### src/bod_pkg.sv
package bod_pkg;

    // instruction word and operand widths
    localparam int unsigned INSTR_W      = 14;          // one word holds opcode and operands
    localparam int unsigned FADDR_W      = 7;           // file register select width
    localparam int unsigned DATA_W       = 8;           // file register width
    localparam int unsigned BITPOS_W     = 3;           // bit position width
    localparam int unsigned REL_W        = 9;           // signed relative jump literal width
    localparam int unsigned PC_W_DEF     = 15;          // default program counter width

    // timing: core clocks per instruction cycle
    localparam int unsigned CLK_PER_ICYC = 4;

    // field positions inside the instruction word
    localparam int unsigned F_LSB        = 0;
    localparam int unsigned BITPOS_LSB   = 7;
    localparam int unsigned DEST_POS     = 7;
    localparam int unsigned REL_LSB      = 0;
    localparam int unsigned PTR_POS      = 2;

    // opcode masks and match values; masked-out bits are don't-care
    localparam logic [13:0] BITOP_MASK   = 14'h3c00;
    localparam logic [13:0] BCLR_VAL     = 14'h1000;
    localparam logic [13:0] SKZ_VAL      = 14'h1800;
    localparam logic [13:0] SKO_VAL      = 14'h1c00;
    localparam logic [13:0] RJMP_MASK    = 14'h3e00;
    localparam logic [13:0] RJMP_VAL     = 14'h3200;
    localparam logic [13:0] FCOPY_MASK   = 14'h3f00;
    localparam logic [13:0] FCOPY_VAL    = 14'h0800;

    // reset values
    localparam logic [13:0] IR_RST       = 14'h0000;    // decodes as idle
    localparam logic [7:0]  DATA_RST     = 8'h00;
    localparam logic [6:0]  FADDR_RST    = 7'h00;

    // decoded operation classes
    typedef enum logic [2:0] {
        idle_op,
        bit_clear_op,
        skip_if_zero_op,
        skip_if_one_op,
        relative_jump_op,
        file_copy_op
    } bod_op_t;

    // instruction cycle phases
    typedef enum logic [1:0] {
        PH_DEC,
        PH_RD,
        PH_MOD,
        PH_WB
    } bod_phase_t;

    // masked opcode compare, used for every class except idle, which is the fall-through
    function automatic logic bod_match(input logic [13:0] word, input logic [13:0] mask, input logic [13:0] val);
        return (word & mask) == val;
    endfunction : bod_match

endpackage : bod_pkg

### src/bod_dec_if.sv
`timescale 1ns/1ps
// carries the current instruction word to the field decoder and its fields back
interface bod_dec_if;
    import bod_pkg::*;
    logic [13:0]          word;       // instruction under execution
    bod_op_t              op;         // decoded operation class
    logic [FADDR_W-1:0]   f_addr;     // named file register
    logic [BITPOS_W-1:0]  bit_pos;    // selected bit
    logic                 dest;       // 0 accumulator, 1 file register
    logic [REL_W-1:0]     rel;        // signed jump literal
    logic                 ptr_num;    // pointer pair number
    logic                 uses_file;  // instruction names a file register

    modport dec  (input word, output op, f_addr, bit_pos, dest, rel, ptr_num, uses_file);
    modport core (output word, input op, f_addr, bit_pos, dest, rel, ptr_num, uses_file);
endinterface : bod_dec_if

### src/bod_field_dec.sv
`timescale 1ns/1ps
// combinational operand and opcode decoder
module bod_field_dec
    import bod_pkg::*;
(
    bod_dec_if.dec d_if
);

    // operand fields; don't-care bits are simply never looked at
    always_comb begin
        d_if.f_addr  = d_if.word[F_LSB +: FADDR_W];
        d_if.bit_pos = d_if.word[BITPOS_LSB +: BITPOS_W];
        d_if.dest    = d_if.word[DEST_POS];
        d_if.rel     = d_if.word[REL_LSB +: REL_W];
        d_if.ptr_num = d_if.word[PTR_POS];
    end

    // opcode class by masked compare, anything unknown runs as idle
    always_comb begin
        if (bod_match(d_if.word, BITOP_MASK, BCLR_VAL)) begin
            d_if.op = bit_clear_op;
        end else if (bod_match(d_if.word, BITOP_MASK, SKZ_VAL)) begin
            d_if.op = skip_if_zero_op;
        end else if (bod_match(d_if.word, BITOP_MASK, SKO_VAL)) begin
            d_if.op = skip_if_one_op;
        end else if (bod_match(d_if.word, RJMP_MASK, RJMP_VAL)) begin
            d_if.op = relative_jump_op;
        end else if (bod_match(d_if.word, FCOPY_MASK, FCOPY_VAL)) begin
            d_if.op = file_copy_op;
        end else begin
            d_if.op = idle_op;
        end
        // every class that names a file register reads it
        d_if.uses_file = (d_if.op == bit_clear_op) || (d_if.op == skip_if_zero_op) ||
                         (d_if.op == skip_if_one_op) || (d_if.op == file_copy_op);
    end

endmodule : bod_field_dec

### src/bod_core.sv
`timescale 1ns/1ps
//Behaviour
// - file instructions read, modify, then store result
// - named register always read, even write-only
// - file select is seven bits, 0x00-0x7F
// - dest 0 to accumulator, 1 to file
// - bit position picks one of eight bits
// - don't-care instruction bits never affect execution
// - pointer number selects pair 0 or 1
// - bit clear zeroes one bit, flags untouched
// - skip-if-zero discards next when bit zero
// - skip-if-one discards next when bit one
// - relative jump adds signed nine-bit literal
// - jump target address+1+k, two cycles, flags untouched
// - each instruction is one fourteen-bit word
// - instruction cycle is four core clocks
module bod_core
    import bod_pkg::*;
#(
    parameter int unsigned PC_W = PC_W_DEF                  // program counter width
)(
    input  wire logic                 core_clk,
    input  wire logic                 rst_n,
    output logic [PC_W-1:0]           fetch_addr_q,         // address being fetched
    input  wire logic [INSTR_W-1:0]   instr_word,           // fetched word, taken at end of last phase
    output logic                      fr_rd_en_q,           // file register read strobe
    output logic [FADDR_W-1:0]        fr_addr_q,            // file register address
    input  wire logic [DATA_W-1:0]    fr_rd_data,           // read data, the cycle after the strobe
    output logic                      fr_wr_en_q,           // file register write strobe
    output logic [DATA_W-1:0]         fr_wr_data_q,         // file register write data
    output logic                      acc_we_q,             // accumulator write strobe
    output logic [DATA_W-1:0]         acc_data_q,           // accumulator write data
    output logic                      ptr_sel_q,            // pointer pair of current instruction
    output logic                      discard_q             // current slot runs as idle
);

    bod_dec_if d_if ();                                     // decoder link

    logic [PC_W-1:0]      pc_q, pc_d;                       // already incremented program counter
    logic [INSTR_W-1:0]   ir_q, ir_d;                       // instruction under execution
    bod_phase_t           ph_q, ph_d;                       // phase within instruction cycle
    logic                 flush_q, flush_d;                 // this slot is discarded
    logic                 skip_q, skip_d;                   // next slot must be discarded
    // next values of the registered strobes, address and data outputs
    logic                 rd_d, wr_d, acc_d, ptr_d;
    logic [FADDR_W-1:0]   addr_d;
    logic [DATA_W-1:0]    wdat_d, adat_d;
    logic [PC_W-1:0]      rel_ext;                          // sign-extended jump literal

    // field decoder on the current word
    bod_field_dec u_dec (
        .d_if (d_if.dec)
    );

    assign d_if.word = ir_q;
    assign rel_ext   = {{(PC_W-REL_W){d_if.rel[REL_W-1]}}, d_if.rel};

    // next-state of phase, pc, instruction and file access strobes
    always_comb begin
        ph_d    = ph_q;
        pc_d    = pc_q;
        ir_d    = ir_q;
        flush_d = flush_q;
        skip_d  = skip_q;
        rd_d    = 1'b0;
        wr_d    = 1'b0;
        acc_d   = 1'b0;
        addr_d  = fr_addr_q;
        wdat_d  = fr_wr_data_q;
        adat_d  = acc_data_q;
        ptr_d   = ptr_sel_q;
        case (ph_q)
            // issue the read of the named register
            PH_DEC: begin
                ph_d   = PH_RD;
                ptr_d  = d_if.ptr_num;
                addr_d = d_if.f_addr;
                rd_d   = d_if.uses_file && !flush_q;
            end
            // data returns during the next phase
            PH_RD: begin
                ph_d = PH_MOD;
            end
            // modify and choose the destination
            PH_MOD: begin
                ph_d   = PH_WB;
                skip_d = 1'b0;
                if (!flush_q) begin
                    case (d_if.op)
                        bit_clear_op: begin
                            wr_d   = 1'b1;
                            wdat_d = fr_rd_data & ~(DATA_W'(1) << d_if.bit_pos);
                        end
                        skip_if_zero_op: begin
                            skip_d = !fr_rd_data[d_if.bit_pos];
                        end
                        skip_if_one_op: begin
                            skip_d = fr_rd_data[d_if.bit_pos];
                        end
                        file_copy_op: begin
                            if (d_if.dest) begin
                                wr_d   = 1'b1;
                                wdat_d = fr_rd_data;
                            end else begin
                                acc_d  = 1'b1;
                                adat_d = fr_rd_data;
                            end
                        end
                        default: begin
                            skip_d = 1'b0;
                        end
                    endcase
                end
            end
            // retire: take next word and move the pc
            default: begin
                ph_d = PH_DEC;
                ir_d = instr_word;
                // a taken jump throws away the word fetched behind it
                if (!flush_q && d_if.op == relative_jump_op) begin
                    pc_d    = pc_q + rel_ext;
                    flush_d = 1'b1;                         // prefetched word dropped
                end else begin
                    pc_d    = pc_q + PC_W'(1);
                    flush_d = skip_q;
                end
            end
        endcase
    end

    // register everything; outputs all come from here
    always_ff @(posedge core_clk or negedge rst_n) begin
        if (!rst_n) begin
            ph_q         <= PH_DEC;
            pc_q         <= '0;
            ir_q         <= IR_RST;
            flush_q      <= 1'b0;
            skip_q       <= 1'b0;
            fr_rd_en_q   <= 1'b0;
            fr_wr_en_q   <= 1'b0;
            acc_we_q     <= 1'b0;
            fr_addr_q    <= FADDR_RST;
            fr_wr_data_q <= DATA_RST;
            acc_data_q   <= DATA_RST;
            ptr_sel_q    <= 1'b0;
        end else begin
            ph_q         <= ph_d;
            pc_q         <= pc_d;
            ir_q         <= ir_d;
            flush_q      <= flush_d;
            skip_q       <= skip_d;
            fr_rd_en_q   <= rd_d;
            fr_wr_en_q   <= wr_d;
            acc_we_q     <= acc_d;
            fr_addr_q    <= addr_d;
            fr_wr_data_q <= wdat_d;
            acc_data_q   <= adat_d;
            ptr_sel_q    <= ptr_d;
        end
    end

    assign fetch_addr_q = pc_q;                             // straight from the pc register
    assign discard_q    = flush_q;
endmodule : bod_core

### config.mk
export PLATFORM = sky130hd
export DESIGN_NAME = bod_core
export DESIGN_NICKNAME = d
export VERILOG_FILES = /design/src/bod_pkg.sv /design/src/bod_dec_if.sv /design/src/bod_field_dec.sv /design/src/bod_core.sv
export SDC_FILE = /design/constraint.sdc
export NUM_CORES = 1
export LEC_CHECK = 0
export ABC_AREA = 1
export BUFFER_PORTS_ARGS = -buffer_cell sky130_fd_sc_hd__buf_2
export CAP_MARGIN = 0
export CORE_MARGIN = 8
export CORE_UTILIZATION = 30
export DETAILED_ROUTE_END_ITERATION = 10
export SYNTH_ARGS = -nofsm -noshare
export SYNTH_HDL_FRONTEND = slang
export SYNTH_SLANG_ARGS = --single-unit
### constraint.sdc
create_clock -name core_clk -period 3.2 [get_ports core_clk]
set_input_delay 0.96 -clock core_clk [delete_from_list [all_inputs] [get_ports core_clk]]
set_output_delay 0.96 -clock core_clk [all_outputs]
set_load 0.03 [all_outputs]
==> flow_summary.toml <==
[sta]
hold_viol = 0
setup_tns_ps = 0
rsz0062_at_grt = "false"
layout_setup_ws_ps = 591
setup_viol = 0
period_needed_ps = 2610
tightest_slew_ps = 717
clock_skew_ps = 10.6
maxSlewHeadroom_pct = 52.2
fmax_mhz = 383
period_share_pct = 81.5
slew_violations = 0

[critical_path]
crit_path_end_kind = "flip-flop"
worstPathMaxFanout = 8
required_ps = 3440
arrival_ps = 2850
cp-start-kind = "flip-flop"
worstSetupPathType = "flip-flop to flip-flop"

[placement]
io_buffer_count = 66
gp_congestion = 0.847
post-place-ws_ps = 635
dpl_cell_area_um2 = 3820
place_hpwl_um = 6850

[route]
via_per_inst = 4.66
vias = 3013
drtIter0Drc = 152
drc_errors = 0
ant_nets = 0
firstDrtPassIters = 4
wire_per_inst_um = 13.7
wl_um = 8890

[yosys]
post_synth_instance_area_um2 = 3360
synth_area_leaders = "dfrtp_1 (44%), nand2_1 (17%), ha_1 (6.3%), o21ai_0 (5.8%), inv_1 (5.0%)"
synth-xor-area-share_pct = 0.783
syn_area_per_cell_um2 = 7.75
synth-adder-area-share_pct = 6.93
synth_mux_area_share_pct = 0
synth_top_family_by_area = "simple AND/OR/NAND/NOR gates"
yosys.area.top_type = "dfrtp_1"
yosys.area_share.simple_pct = 30.2
synth_top_cell_area_share_pct = 44.0
synth-seq-area-share_pct = 44.0
syn-num-nets = 475
synth_seq_cells = 59
syn-instance-count = 433
yosysUniqueCellTypes = 34
synth_compound_area_share_pct = 11.0
ys_warn_count = 0

[clock_tree]
cts_tree = "done"
clockBufferDepth = 2
hold_buffers = 0
htree_levels = 3
post_cts_buffers = 0
path_clk_slew_ps = 70
cts-resized-gates = 0
clock_latency_ps = 350
cts-root-buf = "clkbuf_8"
numCtsBuffers = 9
clock_sinks = 59

[global_routing]
grt.overflow.total = 0
grt_pass1_vias = 3120
track_usage_pct = 12.6
antenna_found_initial = 0
grt_max_degree = 41
grt_pass1_wl_um = 14900

[flow_run]
maxCapViolCount = 0

[die]
rows = 38
die_w_um = 122
core_um2 = 10900
die_y_um = 122
initial_utilization_pct = 30.8
boundaryPins = 67
dieArea_um2 = 14800

[cells_and_area]
drive_gt1_share_pct = 20.1
fin_area_um2 = 4020
syn2layout_area_growth_pct = 19.6
fin_nets = 544
n_antenna_cell = 0

[run_status]
status = "complete, no violations"

[pwr]
power.leakage_nw = 2.16
max-vdd-ir-drop_mv = 0.357
power.density_nw_per_um2 = 545

[min_path]
hold_path.class = "flip-flop to flip-flop"
## logic make-up (layout without fill, tap and decap cells)
| family | count (synthesis) | in the layout |
|---|---|---|
| AO/OA/AOI/OAI | 66 | 66 |
| XOR/XNOR | 3 | 3 |
| adder cells (fa/ha/maj) | 18 | 18 |
| buffers and inverters | 58 | 132 |
| flip-flops | 59 | 59 |
| AND/OR/NAND/NOR | 229 | 229 |
## metrics by stage
stage | hold slack [ps] | power (mW) | utilization [%] | instances
4_1_cts | 480 | 2.22 | 36.9 | 647
6_report | 477 | 2.19 | 36.9 | 647
5_1_grt | 501 | 2.32 | 36.9 | 647
2_1_floorplan | 450 | 1.32 | - | 433
3_3_place_gp | 457 | 1.52 | 35.1 | 631
3_5_place_dp | 463 | 1.52 | 35.1 | 631
## Yosys cell counts
master	instances
xnor2_1	2
inv_2	2
nand4_4	1
nand3b_1	2
a211oi_1	1
o21bai_1	1
nor2_2	1
nor2_1	27
buf_4	2
o21ai_2	3
nand2_4	2
o211ai_1	4
inv_1	45
and2_1	1
nand3_1	28
nor2_4	2
nand2_1	152
a21oi_1	13
a21o_1	1
fa_1	1
a31oi_1	1
buf_6	2
a22oi_1	2
nor2_8	2
clkbuf_1	7
dfrtp_1	59
nand2_2	3
o21a_1	1
o21ai_0	39
nor3_1	1
ha_1	17
or2_2	2
nand4_1	5
xor2_1	1
## final timing paths
check                                   to  cells past startpoint  slack, ps          start
min reg2reg                  acc_data_q[5]                      2        480  acc_data_q[5]
min in group asynchronous       fr_rd_en_q                      1        540          rst_n
max reg2reg                fetch_addr_q[9]                     14        590   d_if.word[9]
max                        fetch_addr_q[9]                     14        590   d_if.word[9]
min                          acc_data_q[5]                      2        480  acc_data_q[5]
max in group asynchronous  fetch_addr_q[1]                      2       1980          rst_n
## per-layer routing
metal	track usage (%)	routed length, um
met2	20.5	4070
met5	0	0
met4	3.86	120
met1	15.5	4080
met3	4.35	618
## flip-flops by register name, indices dropped and copies added (netlist names)
signal        cells
fetch_addr_q     15
d_if.word        14
acc_data_q        8
fr_wr_data_q      8
fr_addr_q         7
ph_q              2
acc_we_q          1
discard_q         1
fr_rd_en_q        1
fr_wr_en_q        1
skip_q            1
## worst max-delay path: stages (launching register included)
cell and delay [ps]:
dfrtp_1 540, nand3_1 130, nor2_1 230, nand2_1 240
nor2_1 200, ha_1 310, nand2_1 130, inv_1 50
nand2_1 60, nand2_1 70, inv_1 60, nand3_1 90
or2_2 280, nand3_1 70, nand2_1 50
## power by group
group / internal (mW) / leakage, nW / switching, mW
sequential: 0.840 / 0.694 / 0.0839
combinational: 0.176 / 1.37 / 0.403
clock: 0.377 / 0.0991 / 0.310
total: 1.39 / 2.16 / 0.797
## cell usage in the layout, fill, tap and decap left out, types with 5 or more instances in the layout
master	netlist	final
ha_1	17	17
nand4_1	5	5
a21oi_1	13	13
nor2_1	27	27
nand3_1	28	28
clkbuf_8	0	10
nand2_1	152	152
buf_2	0	66
inv_1	45	45
dfrtp_1	59	59
o21ai_0	39	39
## final cells by class
type / count / area (um2)
fill: 1157 / 6870
multi-input combinational: 316 / 1640
sequential: 59 / 1480
timing repair buffer: 69 / 353
inverter: 47 / 176
tap: 140 / 175
clock buffer: 11 / 141
clock inverter: 5 / 52.6
No activity file was read; power rests on OpenSTA's default activity.
